**src/hw/psm_regs.svh**
```systemverilog
`ifndef PSM_REGS_SVH
`define PSM_REGS_SVH

// Clock rate in MHz
`define PSM_CLK_MHZ 50

// Inactivity time before standby, in ms, and its cycle count
`define PSM_INACT_TIME_MS 100
`define PSM_INACT_CYCLES (`PSM_INACT_TIME_MS * 1000 * `PSM_CLK_MHZ)

// Wake-up counter period in standby, in ms, and its cycle count
`define PSM_WAKE_TIME_MS 500
`define PSM_WAKE_CYCLES (`PSM_WAKE_TIME_MS * 1000 * `PSM_CLK_MHZ)

// Positions in the synchronised pin vector
`define PSM_SYNC_W 12
`define PSM_IN_CE 0
`define PSM_IN_VBAT 1
`define PSM_IN_IOPAD 2
`define PSM_IN_OVERCUR 3
`define PSM_IN_OVERTEMP 4
`define PSM_IN_BATMON 5
`define PSM_IN_HIGHTEMP 6
`define PSM_IN_HOSTIF 7
`define PSM_IN_SWP 8
`define PSM_IN_LPCD 9
`define PSM_IN_GPIO 10
`define PSM_IN_RECEIVE_PROTOCOL_WAKE 11

// Transmitter supply configuration encoding
`define PSM_TX_SUPPLY_DIRECT 1'b0
`define PSM_TX_SUPPLY_LDO 1'b1

`endif

```
**src/hw/psm_pkg.sv**
```systemverilog
`default_nettype none

package psm_pkg;

    typedef enum logic [4:0] {
        ST_POWER_OFF = 5'h01,
        ST_MGMT_OFF = 5'h02,
        ST_HARD_PD = 5'h04,
        ST_STANDBY = 5'h08,
        ST_ACTIVE = 5'h10
    } psm_state_t;

    typedef enum logic [1:0] {
        CMD_NOP = 2'h0,
        CMD_ACTIVE = 2'h1,
        CMD_STANDBY = 2'h2,
        CMD_HARD_PD = 2'h3
    } psm_cmd_t;

endpackage

`default_nettype wire

```
**src/hw/psm_sync.sv**
```systemverilog
`timescale 1ns/100ps
`default_nettype none

module psm_sync #(
    parameter int unsigned W = 1
) (
    // Clock and reset
    input wire logic ref_clk,
    input wire logic resetn,
    // Data
    input wire logic [W-1:0] d_in,
    output logic [W-1:0] d_out
);

    logic [W-1:0] s1_r;
    logic [W-1:0] s2_r;

    always_ff @(posedge ref_clk or negedge resetn) begin
        if (!resetn) begin
            s1_r <= '0;
            s2_r <= '0;
        end else begin
            s1_r <= d_in;
            s2_r <= s1_r;
        end
    end

    assign d_out = s2_r;

endmodule

`default_nettype wire

```
**src/hw/psm_timer.sv**
```systemverilog
`timescale 1ns/100ps
`default_nettype none

module psm_timer #(
    parameter int unsigned W = 32,
    parameter int unsigned COUNT = 16
) (
    // Clock and reset
    input wire logic ref_clk,
    input wire logic resetn,
    // Control
    input wire logic run,
    input wire logic clear,
    output logic expired
);

    localparam logic [W-1:0] LAST = W'(COUNT - 1);

    logic [W-1:0] cnt_r;

    // Holds at the last count until stopped or cleared
    always_ff @(posedge ref_clk or negedge resetn) begin
        if (!resetn) begin
            cnt_r <= '0;
        end else if (!run || clear) begin
            cnt_r <= '0;
        end else if (cnt_r != LAST) begin
            cnt_r <= cnt_r + 1'b1;
        end
    end

    assign expired = run && !clear && (cnt_r == LAST);

endmodule

`default_nettype wire

```
**src/hw/psm_top.sv**
```systemverilog
// Overview of operation
// RULE1 - Chip enable rising edge restarts the device into active, from any state.
// RULE2 - After battery loss and return, chip enable low-to-high restarts into active.
// RULE3 - Chip enable held low keeps the device off with every clock stopped.
// RULE4 - Loss of the I/O pad supply sends the device to the off state.
// RULE5 - Off state exits only on battery reset, enable rise or pad supply return.
// RULE6 - Pad supply loss, overcurrent or overtemperature change the power state.
// RULE7 - Host commands request power transitions which the device carries out.
// RULE8 - Host or battery monitor trip enters hard power down; oscillator stays on.
// RULE9 - Hard power down exits on battery reset or chip enable rising edge.
// RULE10 - A set inactivity time moves active to standby, holding I/O and wake clock.
// RULE11 - Standby wakes on host, single-wire, card detect, counter, pad, GPIO, protocol, cool; pad is not a wake source here.
// RULE12 - Active state runs all internal clocks and processes events.
// RULE13 - Regulator-fed transmitter gets power control, current measuring and overcurrent guard.
// RULE14 - Battery-fed transmitter has power control, measuring and overcurrent guard disabled.
// RULE15 - Host keeps the RF field off until the supply configuration matches the board.
// RULE16 - Supply configuration lives in nonvolatile memory, surviving supply loss and reset.
// RULE17 - Host side and logic work regardless of driver supply; config changes any time.
// RULE18 - Low enable or pad supply loss outranks every other wake or standby cause.
`timescale 1ns/100ps
`default_nettype none
`include "psm_regs.svh"

module psm_top #(
    parameter int unsigned INACT_CYCLES = `PSM_INACT_CYCLES,
    parameter int unsigned WAKE_CYCLES = `PSM_WAKE_CYCLES
) (
    // Clock and reset
    input wire logic ref_clk,
    input wire logic resetn,
    // Supply and enable pins
    input wire logic chip_enable_input,
    input wire logic vbat_ok,
    input wire logic io_pad_supply_ok,
    // Protection events
    input wire logic tx_overcurrent,
    input wire logic over_temp,
    input wire logic batt_monitor_trip,
    input wire logic tx_high_temp,
    // Wake-up and activity sources
    input wire logic host_if_activity,
    input wire logic single_wire_protocol_link,
    input wire logic low_power_card_detect,
    input wire logic gpio_wake,
    input wire logic receive_protocol_wake,
    // Host power commands
    input wire logic cmd_valid,
    input wire logic [1:0] cmd_code,
    output logic cmd_ready,
    // Transmitter supply configuration
    input wire logic nv_tx_supply_cfg,
    input wire logic cfg_wr_valid,
    input wire logic cfg_wr_data,
    output logic nv_cfg_wr,
    output logic nv_cfg_wdata,
    // Power state and domain controls
    output logic [4:0] power_state,
    output logic core_restart,
    output logic all_clocks_run,
    output logic low_freq_oscillator_en,
    output logic wake_counter_clk_en,
    output logic low_power_resources_en,
    output logic io_state_hold,
    output logic dynamic_power_control_en,
    output logic tx_current_meas_en,
    output logic overcurrent_prot_en
);

    function automatic psm_pkg::psm_state_t cmd_target(input logic [1:0] code,
                                                       input psm_pkg::psm_state_t cur);
        case (psm_pkg::psm_cmd_t'(code))
            psm_pkg::CMD_ACTIVE: cmd_target = psm_pkg::ST_ACTIVE;
            psm_pkg::CMD_STANDBY: cmd_target = psm_pkg::ST_STANDBY;
            psm_pkg::CMD_HARD_PD: cmd_target = psm_pkg::ST_HARD_PD;
            default: cmd_target = cur;
        endcase
    endfunction

    logic [`PSM_SYNC_W-1:0] pin_raw;
    logic [`PSM_SYNC_W-1:0] pin_s;
    logic ce_s;
    logic vbat_s;
    logic io_s;
    logic ht_s;
    logic ce_d_r;
    logic io_d_r;
    logic ht_d_r;
    logic ce_rise;
    logic io_restore;
    logic ht_clear;
    logic wake_any;
    logic activity;
    logic cmd_fire;
    logic inact_exp;
    logic wake_exp;
    logic forced_off;
    logic quiet;
    logic trip;
    logic restart_nxt;
    logic tx_regulator_r;
    logic cfg_loaded_r;
    psm_pkg::psm_state_t state_r;
    psm_pkg::psm_state_t state_nxt;

    assign pin_raw = {receive_protocol_wake, gpio_wake, low_power_card_detect,
                      single_wire_protocol_link, host_if_activity, tx_high_temp,
                      batt_monitor_trip, over_temp, tx_overcurrent, io_pad_supply_ok,
                      vbat_ok, chip_enable_input};

    psm_sync #(
        .W(`PSM_SYNC_W)
    ) u_sync (
        .ref_clk(ref_clk),
        .resetn(resetn),
        .d_in(pin_raw),
        .d_out(pin_s)
    );

    assign ce_s = pin_s[`PSM_IN_CE];
    assign vbat_s = pin_s[`PSM_IN_VBAT];
    assign io_s = pin_s[`PSM_IN_IOPAD];
    assign ht_s = pin_s[`PSM_IN_HIGHTEMP];

    // Edge detection on synchronised levels
    always_ff @(posedge ref_clk or negedge resetn) begin
        if (!resetn) begin
            ce_d_r <= 1'b0;
            io_d_r <= 1'b0;
            ht_d_r <= 1'b0;
        end else begin
            ce_d_r <= ce_s;
            io_d_r <= io_s;
            ht_d_r <= ht_s;
        end
    end

    assign ce_rise = ce_s && !ce_d_r;
    assign io_restore = io_s && !io_d_r;
    assign ht_clear = !ht_s && ht_d_r;

    assign cmd_ready = (state_r == psm_pkg::ST_ACTIVE) || (state_r == psm_pkg::ST_STANDBY);
    assign cmd_fire = cmd_valid && cmd_ready;
    assign activity = pin_s[`PSM_IN_HOSTIF] || pin_s[`PSM_IN_SWP]
                      || pin_s[`PSM_IN_RECEIVE_PROTOCOL_WAKE] || cmd_fire;

    psm_timer #(
        .W(32),
        .COUNT(INACT_CYCLES)
    ) u_inact (
        .ref_clk(ref_clk),
        .resetn(resetn),
        .run(state_r == psm_pkg::ST_ACTIVE),
        .clear(activity),
        .expired(inact_exp)
    );

    psm_timer #(
        .W(32),
        .COUNT(WAKE_CYCLES)
    ) u_wake (
        .ref_clk(ref_clk),
        .resetn(resetn),
        .run(state_r == psm_pkg::ST_STANDBY),
        .clear(1'b0),
        .expired(wake_exp)
    );

    // Standby wake sources
    assign wake_any = pin_s[`PSM_IN_HOSTIF] || pin_s[`PSM_IN_SWP]
                      || pin_s[`PSM_IN_LPCD] || wake_exp || pin_s[`PSM_IN_GPIO]
                      || pin_s[`PSM_IN_RECEIVE_PROTOCOL_WAKE] || ht_clear; // [RULE11]

    assign forced_off = vbat_s && (!ce_s || !io_s); // [RULE18]
    assign quiet = vbat_s && ce_s && io_s && !ce_rise;
    assign trip = (pin_s[`PSM_IN_OVERCUR] && overcurrent_prot_en)
                  || pin_s[`PSM_IN_OVERTEMP] || pin_s[`PSM_IN_BATMON]; // [RULE6] [RULE8]

    always_comb begin
        state_nxt = state_r;
        restart_nxt = 1'b0;
        if (!vbat_s) begin
            state_nxt = psm_pkg::ST_POWER_OFF;
        end else if (forced_off) begin
            state_nxt = psm_pkg::ST_MGMT_OFF; // [RULE3] [RULE4] [RULE18]
        end else if (ce_rise) begin
            state_nxt = psm_pkg::ST_ACTIVE; // [RULE1] [RULE2] [RULE9]
            restart_nxt = 1'b1;
        end else begin
            case (state_r)
                psm_pkg::ST_POWER_OFF: begin
                    // Supply back with enable already high: wait for a fresh rise
                    state_nxt = psm_pkg::ST_MGMT_OFF; // [RULE2]
                end
                psm_pkg::ST_MGMT_OFF: begin
                    if (io_restore) begin
                        state_nxt = psm_pkg::ST_ACTIVE; // [RULE5]
                        restart_nxt = 1'b1;
                    end
                end
                psm_pkg::ST_HARD_PD: begin
                    state_nxt = psm_pkg::ST_HARD_PD; // [RULE9]
                end
                psm_pkg::ST_STANDBY: begin
                    if (wake_any) begin
                        state_nxt = psm_pkg::ST_ACTIVE; // [RULE11]
                    end else if (cmd_fire) begin
                        state_nxt = cmd_target(cmd_code, state_r); // [RULE7]
                    end
                end
                psm_pkg::ST_ACTIVE: begin
                    if (trip) begin
                        state_nxt = psm_pkg::ST_HARD_PD; // [RULE6] [RULE8]
                    end else if (cmd_fire) begin
                        state_nxt = cmd_target(cmd_code, state_r); // [RULE7]
                    end else if (inact_exp) begin
                        state_nxt = psm_pkg::ST_STANDBY; // [RULE10]
                    end
                end
                default: begin
                    state_nxt = psm_pkg::ST_POWER_OFF;
                end
            endcase
        end
    end

    always_ff @(posedge ref_clk or negedge resetn) begin
        if (!resetn) begin
            state_r <= psm_pkg::ST_POWER_OFF;
            core_restart <= 1'b0;
        end else begin
            state_r <= state_nxt;
            core_restart <= restart_nxt;
        end
    end

    // Domain controls follow the state they are entered with
    always_ff @(posedge ref_clk or negedge resetn) begin
        if (!resetn) begin
            all_clocks_run <= 1'b0;
            low_freq_oscillator_en <= 1'b0;
            wake_counter_clk_en <= 1'b0;
            low_power_resources_en <= 1'b0;
            io_state_hold <= 1'b0;
        end else begin
            all_clocks_run <= (state_nxt == psm_pkg::ST_ACTIVE); // [RULE12] [RULE3]
            low_freq_oscillator_en <= (state_nxt == psm_pkg::ST_HARD_PD)
                                      || (state_nxt == psm_pkg::ST_STANDBY); // [RULE8]
            low_power_resources_en <= (state_nxt == psm_pkg::ST_HARD_PD)
                                      || (state_nxt == psm_pkg::ST_STANDBY); // [RULE8]
            wake_counter_clk_en <= (state_nxt == psm_pkg::ST_STANDBY); // [RULE10]
            io_state_hold <= (state_nxt == psm_pkg::ST_STANDBY); // [RULE10]
        end
    end

    assign power_state = state_r;

    // Supply configuration: mirror of the nonvolatile copy, loaded after reset
    always_ff @(posedge ref_clk or negedge resetn) begin
        if (!resetn) begin
            tx_regulator_r <= `PSM_TX_SUPPLY_DIRECT;
            cfg_loaded_r <= 1'b0;
            nv_cfg_wr <= 1'b0;
            nv_cfg_wdata <= 1'b0;
        end else begin
            cfg_loaded_r <= 1'b1;
            nv_cfg_wr <= cfg_wr_valid; // [RULE16]
            if (cfg_wr_valid) begin
                tx_regulator_r <= cfg_wr_data; // [RULE17]
                nv_cfg_wdata <= cfg_wr_data; // [RULE16]
            end else if (!cfg_loaded_r) begin
                tx_regulator_r <= nv_tx_supply_cfg; // [RULE16]
            end
        end
    end

    // Measurement and protection only with the regulator feeding the amplifier
    assign dynamic_power_control_en = (tx_regulator_r == `PSM_TX_SUPPLY_LDO)
                                      && (state_r == psm_pkg::ST_ACTIVE); // [RULE13] [RULE14]
    assign tx_current_meas_en = (tx_regulator_r == `PSM_TX_SUPPLY_LDO)
                                && (state_r == psm_pkg::ST_ACTIVE); // [RULE13] [RULE14]
    assign overcurrent_prot_en = (tx_regulator_r == `PSM_TX_SUPPLY_LDO)
                                 && (state_r == psm_pkg::ST_ACTIVE); // [RULE13] [RULE14]

    logic mgmt_exit_cause;
    logic hpd_exit_cause;
    assign mgmt_exit_cause = !vbat_s || ce_rise || io_restore || !io_s;
    assign hpd_exit_cause = !vbat_s || ce_rise || forced_off;
endmodule

`default_nettype wire

```
**config.mk**
```make
export PLATFORM = sky130hd
export DESIGN_NAME = psm_top
export DESIGN_NICKNAME = d
export VERILOG_FILES = /design/src/hw/psm_pkg.sv /design/src/hw/psm_sync.sv /design/src/hw/psm_timer.sv /design/src/hw/psm_top.sv
export VERILOG_INCLUDE_DIRS = /design/src /design/src/hw
export SDC_FILE = /design/constraint.sdc
export NUM_CORES = 1
export LEC_CHECK = 0
export BUFFER_PORTS_ARGS = -buffer_cell sky130_fd_sc_hd__buf_2
export CAP_MARGIN = 20
export CORE_AREA = 2 2 113 115
export DETAILED_ROUTE_END_ITERATION = 10
export DIE_AREA = 0 0 115 117
export PLACE_DENSITY = 0.62
export SYNTH_ARGS = -nofsm -noshare
export SYNTH_HDL_FRONTEND = slang
export SYNTH_SLANG_ARGS = --single-unit
```
**constraint.sdc**
```tcl
create_clock -name ref_clk -period 6.84 [get_ports ref_clk]
set_input_delay 0.342 -clock ref_clk [delete_from_list [all_inputs] [get_ports ref_clk]]
set_output_delay 0.342 -clock ref_clk [all_outputs]
set_load 0.02 [all_outputs]
```
======== Yosys cells after proc, flatten, opt, wreduce, memory -nomap -nowiden ========
Index checks and enable logic that the tools add are counted.
storage, ports and cells
  flip-flop bits (word level) ............. 104
  input bits .............................. 20
  output and inout port bits .............. 17
cells by class
  add/sub/neg operators ................... 2
  equal/unequal tests ..................... 17
  mux-type cells .......................... 22
  reductions and logical operators ........ 32
operators by type and width
  cell                     count
  $mux W32                 4
  $add A32 B1 Y32 const B  2
  $mux W5                  9
  $eq A32 B23 Y1 const B   1
  $eq A32 B25 Y1 const B   1
  $ne A32 B23 Y1 const B   1
  $ne A32 B25 Y1 const B   1
  $pmux W5 S5              1
  $pmux W5 S3              1
  $logic_or A1 B1 Y1       14
  $eq A5 B3 Y1 const B     2
  $eq A5 B4 Y1 const B     2
  $eq A5 B5 Y1 const B     2
  $logic_and A1 B1 Y1      10
  $logic_not A1 Y1         7
  $mux W1                  7
  $eq A5 B1 Y1 const B     1
  $eq A5 B2 Y1 const B     1
  $eq A2 B2 Y1 const B     2
  $ne A2 B2 Y1 const B     2
  $eq A2 B1 Y1 const B     1
  $reduce_bool A2 Y1       1

======== Depth between registers and ports, before layout ========
  word-level depth ........................ 16
  mapped depth ............................ 9
  gate-level depth less buffers ........... 7

======== Cells and area by module ========
Synthesis repeated with hierarchy kept, for this count alone.
unflattened totals
  cells, all modules ...................... 487
  area total of the unflattened synthesis .. 4977.3 um^2
by module, submodules not included
  module                times used  cells an instance  area each (um^2)
  psm_timer at u_inact  1           185                1771.7
  psm_timer at u_wake   1           182                1715.4
  psm_top               1           96                 889.6
  psm_sync              1           24                 600.6

======== Least setup slack after synthesis ========
OpenSTA, ideal clock, no wires.
  path kind ............................... flip-flop to flip-flop
  from .................................... register u_inact.cnt_r[27]
  to ...................................... register all_clocks_run
  arrival ................................. 2.217 ns
  data required time ...................... 6.720 ns
  path slack .............................. 4.503 ns
  cell stages (with the launch flop) ...... 7
  period minus slack after synthesis ...... 2.337 ns
  path through ............................ dfrtp_1 -> or4_1 -> or4_4 -> nor4_4 -> and2_1 -> o221ai_2 -> and3_1
on the way
  cells in the longest elaborated chain, start to end .. 10
ends and longest elaborated chain
  what                    RTL line         source
  from (decl)             psm_timer.sv:19  logic [W-1:0] cnt_r;
  from (signal assigned)  psm_timer.sv:28  cnt_r <= cnt_r + 1'b1;
  $eq A32 B23 Y1          psm_timer.sv:32  assign expired = run && !clear && (cnt_r == LAST);
  $logic_and A1 B1 Y1     psm_timer.sv:32
  $mux W5                 psm_top.sv:215   end else if (inact_exp) begin
  $mux W5                 psm_top.sv:213   end else if (cmd_fire) begin
  $mux W5                 psm_top.sv:211   if (trip) begin
  $pmux W5 S5             psm_top.sv:189   case (state_r)
  $mux W5                 psm_top.sv:185   end else if (ce_rise) begin
  $mux W5                 psm_top.sv:183   end else if (forced_off) begin
  $mux W5                 psm_top.sv:181   if (!vbat_s) begin
  $eq A5 B5 Y1            psm_top.sv:245   all_clocks_run <= (state_nxt == psm_pkg::ST_ACTIVE);
  to (signal assigned)    psm_top.sv:245
  to (decl)               psm_top.sv:59    output logic all_clocks_run,
No other way between the ends.
A chain may end at the register's enable or synchronous reset.

======== Final worst setup path ========
  from .................................... register state_r[2] (netlist: power_state[2])
  to ...................................... output cmd_ready
on the way
  cells in the longest elaborated chain, start to end .. 2
  elaborated cells on any way between the ends .. 3
  those cells by class .................... 2 x eq/ne; 1 x reduce/logical
ends and longest elaborated chain
  what                                          RTL line        source
  from (decl)                                   psm_top.sv:102  psm_pkg::psm_state_t state_r;
  from (signal assigned)                        psm_top.sv:228  state_r <= psm_pkg::ST_POWER_OFF;
  from (signal assigned)                        psm_top.sv:231  state_r <= state_nxt;
  $eq A5 B5 Y1 or $eq A5 B4 Y1 (tied branches)  psm_top.sv:141  assign cmd_ready = (state_r == psm_pkg::ST_ACTIVE) || (state_r == psm_pkg::ST_STANDBY);
  $logic_or A1 B1 Y1 *                          psm_top.sv:141
  to (decl)                                     psm_top.sv:49   output logic cmd_ready,
Mark *: on every way between the ends. The rest lies on a longest branch, timed or not.

==> impl_metrics.ini <==
[run_status]
outcome = finished clean

[finish]
area_delta_synth_final_pct = 13.5
instances_no_fill = 652
nNetsFinal = 519
multi_input_area_sq_mm = 0.00201
diodes = 0
fillers = 1195
mostFrequentLayoutCell = dfrtp_1
drive_gt1_frac = 0.135
fin_area_sq_mm = 0.00540
regArea_sq_mm = 0.00260
final_cell_mix = 103 x dfrtp_1, 67 x nor2_1, 35 x buf_2, 31 x xnor2_1, 26 x nand2_1

[sta]
hold_violations = 0
drv_slew = 0
rsz0062_at_grt = no
fmax_mhz = 370
slew_headroom = 0.438
worst_slack_ps = 4140
fin_crit_ps = 2700
skew_ps = 7.88
fin_tns_setup_ps = 0
finalSetupViolations = 0
worst_slew_pin_slew_ps = 843
period_share = 0.395
whs_ps = 92.2

[routing]
drtIter0Drc = 213
num_vias = 3433
dr.pass1.iters = 4
ant_nets = 0
routedWlPerCell_um = 14.2
drt_wl_total_um = 9260
vias_per_cell = 5.27
drc = 0

[grt]
track_usage = 0.146
grt_max_degree = 69
antenna_found_initial = 0
gr-total-overflow = 0
grt_pass1_wl_um = 15700
grt_pass1_vias = 3346

[pwr]
pwr-share-clk = 0.442
p_seq_frac = 0.529
power.leakage_nw = 2.23
p_int_mw = 0.903
swShare = 0.244
p_sw_mw = 0.291
ir_drop_mv = 0.192
combPwrFrac = 0.029
power.density_mw_per_mm2 = 221

[critical_path]
cp-end-kind = output port
reg2reg_slack_ps = 4290
cp.arrival_ps = 2360
crit_type = register to output port
cp_max_fo = 36
crit_required_ps = 6500
worstSetupStartpoint = power_state[2]
cp-endpoint = cmd_ready
r2r_end = power_state[4]
timing.rr.start = u_inact.cnt_r[27]
startpoint_type = register
reg2reg_depth = 6

[synthesis]
synthMuxAreaShare = 0.00631
synth-xor-area-share = 0.0994
syn_area_per_cell_sq_um = 10.2
synth_compound_area_frac = 0.0557
synth_cell_types = 49
synthCells = 466
ys_ff_latch = 104
synth-simple-area-share = 0.255
netlist_area_sq_mm = 0.00476
synth_top_family_by_area = simple AND/OR/NAND/NOR gates
ys.flop_type = dfrtp_1
synthAdderAreaFrac = 0.00526
yosys_warnings = 0
async_flop_share = 1.00
synth-edff-count = 0
seq_area_frac_synth = 0.547
synth_nets = 488

[clocking]
cts.reportedPaths.clkPinSlew_ps = 80
cts_resized = 0
clockBufferDepth = 2
clock_sinks = 104
clock-root-buffer = clkbuf_16
cts_max_level = 3
clk_latency_ps = 350
cts_tree = done
cts_buffers = 9

[placed_design]
io_buffers = 36
gp_congestion = 0.804
placed_area_sq_mm = 0.00504
hpwlAfterDp_um = 6240
place_ws_ps = 4270
dp.cells = 634

[floorplanning]
die_x_um = 115
placementRows = 41
die_h_um = 117
ios = 37
start_util = 0.387
core_area_sq_mm = 0.0123
dieArea_sq_mm = 0.0135

[run]
cap_viol_max_count = 0

[min_path]
hold_path.class = input pin to register
## registers in the layout, indices dropped and copies added (netlist names)
name and count:
all_clocks_run 1, ce_d_r 1, cfg_loaded_r 1, core_restart 1
ht_d_r 1, io_d_r 1, io_state_hold 1, low_power_resources_en 1
nv_cfg_wdata 1, nv_cfg_wr 1, power_state 5, tx_regulator_r 1
u_inact.cnt_r 32, u_sync.d_out 12, u_sync.s1_r 12, u_wake.cnt_r 32
## power groups by stage
stage          Clock (mW)  Sequential, mW  Combinational [mW]
2_1_floorplan           0           0.645             0.00948
3_3_place_gp            0           0.644              0.0344
3_5_place_dp            0           0.644              0.0348
4_1_cts             0.543           0.632              0.0354
5_1_grt             0.569           0.633              0.0393
6_report            0.528           0.632              0.0341
## cells by family (layout without fill, tap and decap cells)
kind of cell / count (synthesis) / after routing
buffers and inverters: 31 / 67
multiplexers: 3 / 3
other: 1 / 1
AO/OA/AOI/OAI: 44 / 44
AND/OR/NAND/NOR: 227 / 227
adder cells (fa/ha/maj): 2 / 2
XOR/XNOR: 54 / 54
flip-flops: 104 / 104
## what timing repair did
item,in CTS,in global routing
buffers inserted,0,0
endpoints found under the hold margin,36,0
hold buffers,1,0
## through the flow
stage / util / power, mW
5_1_grt: 0.439 / 1.24
4_1_cts: 0.436 / 1.21
2_1_floorplan: - / 0.654
6_report: 0.439 / 1.19
3_5_place_dp: 0.409 / 0.679
3_3_place_gp: 0.409 / 0.678
## cells in the mapped netlist (all sizes together), types with 3 or more instances
cell	number	area (sq um)
a21oi	14	70.1
a31oi	3	18.8
and2	5	33.8
and3	17	108
buf	6	52.6
clkbuf	13	48.8
dfrtp	103	2580
inv	12	45.0
mux2i	3	30.0
nand2	26	97.6
nand2b	3	18.8
nand3	22	110
nand4	18	113
nor2	67	251
nor2b	5	31.3
nor3	19	95.1
nor4	14	109
nor4b	4	35.0
o21ai	18	90.1
or3	11	71.3
or4	6	51.3
xnor2	31	272
xor2	23	201
## layout make-up
type | count | area share
clock buffers | 9 | 0.0417
clock inverters | 7 | 0.0188
inverters | 12 | 0.00834
multi-input cells | 331 | 0.372
flip-flops and latches | 104 | 0.482
well taps | 150 | 0.0348
repair buffers | 39 | 0.0422
## worst min-delay path by stage
| stage | cells past startpoint | startpoint | slack, ps | end |
|---|---|---|---|---|
| finish | 1 | chip_enable_input | 90 | u_sync.s1_r[0] |
| global placement | 0 | u_sync.s1_r[3] | 330 | u_sync.d_out[3] |
| detailed placement | 0 | u_sync.s1_r[8] | 330 | u_sync.d_out[8] |
| global route | 1 | io_pad_supply_ok | 70 | u_sync.s1_r[2] |
| CTS | 1 | vbat_ok | 80 | u_sync.s1_r[1] |
| floorplan | 0 | resetn | 50 | all_clocks_run |
## worst max-delay path, stage by stage (launching register included)
cell and delay (ps):
dfrtp_1 500, nand2b_1 190, or4_2 930, nand2_1 210, buf_2 180
## layer usage
metal / part of all wire / track usage / routed length (um) / vias up
li1: - / - / - / 1688
met1: 0.48 / 0.195 / 4430 / 1697
met2: 0.48 / 0.235 / 4460 / 37
met3: 0.026 / 0.0376 / 244 / 11
met4: 0.013 / 0.0450 / 123 / 0
met5: 0 / 0 / 0 / -
Note: power is estimated with default switching activity, not from simulation.
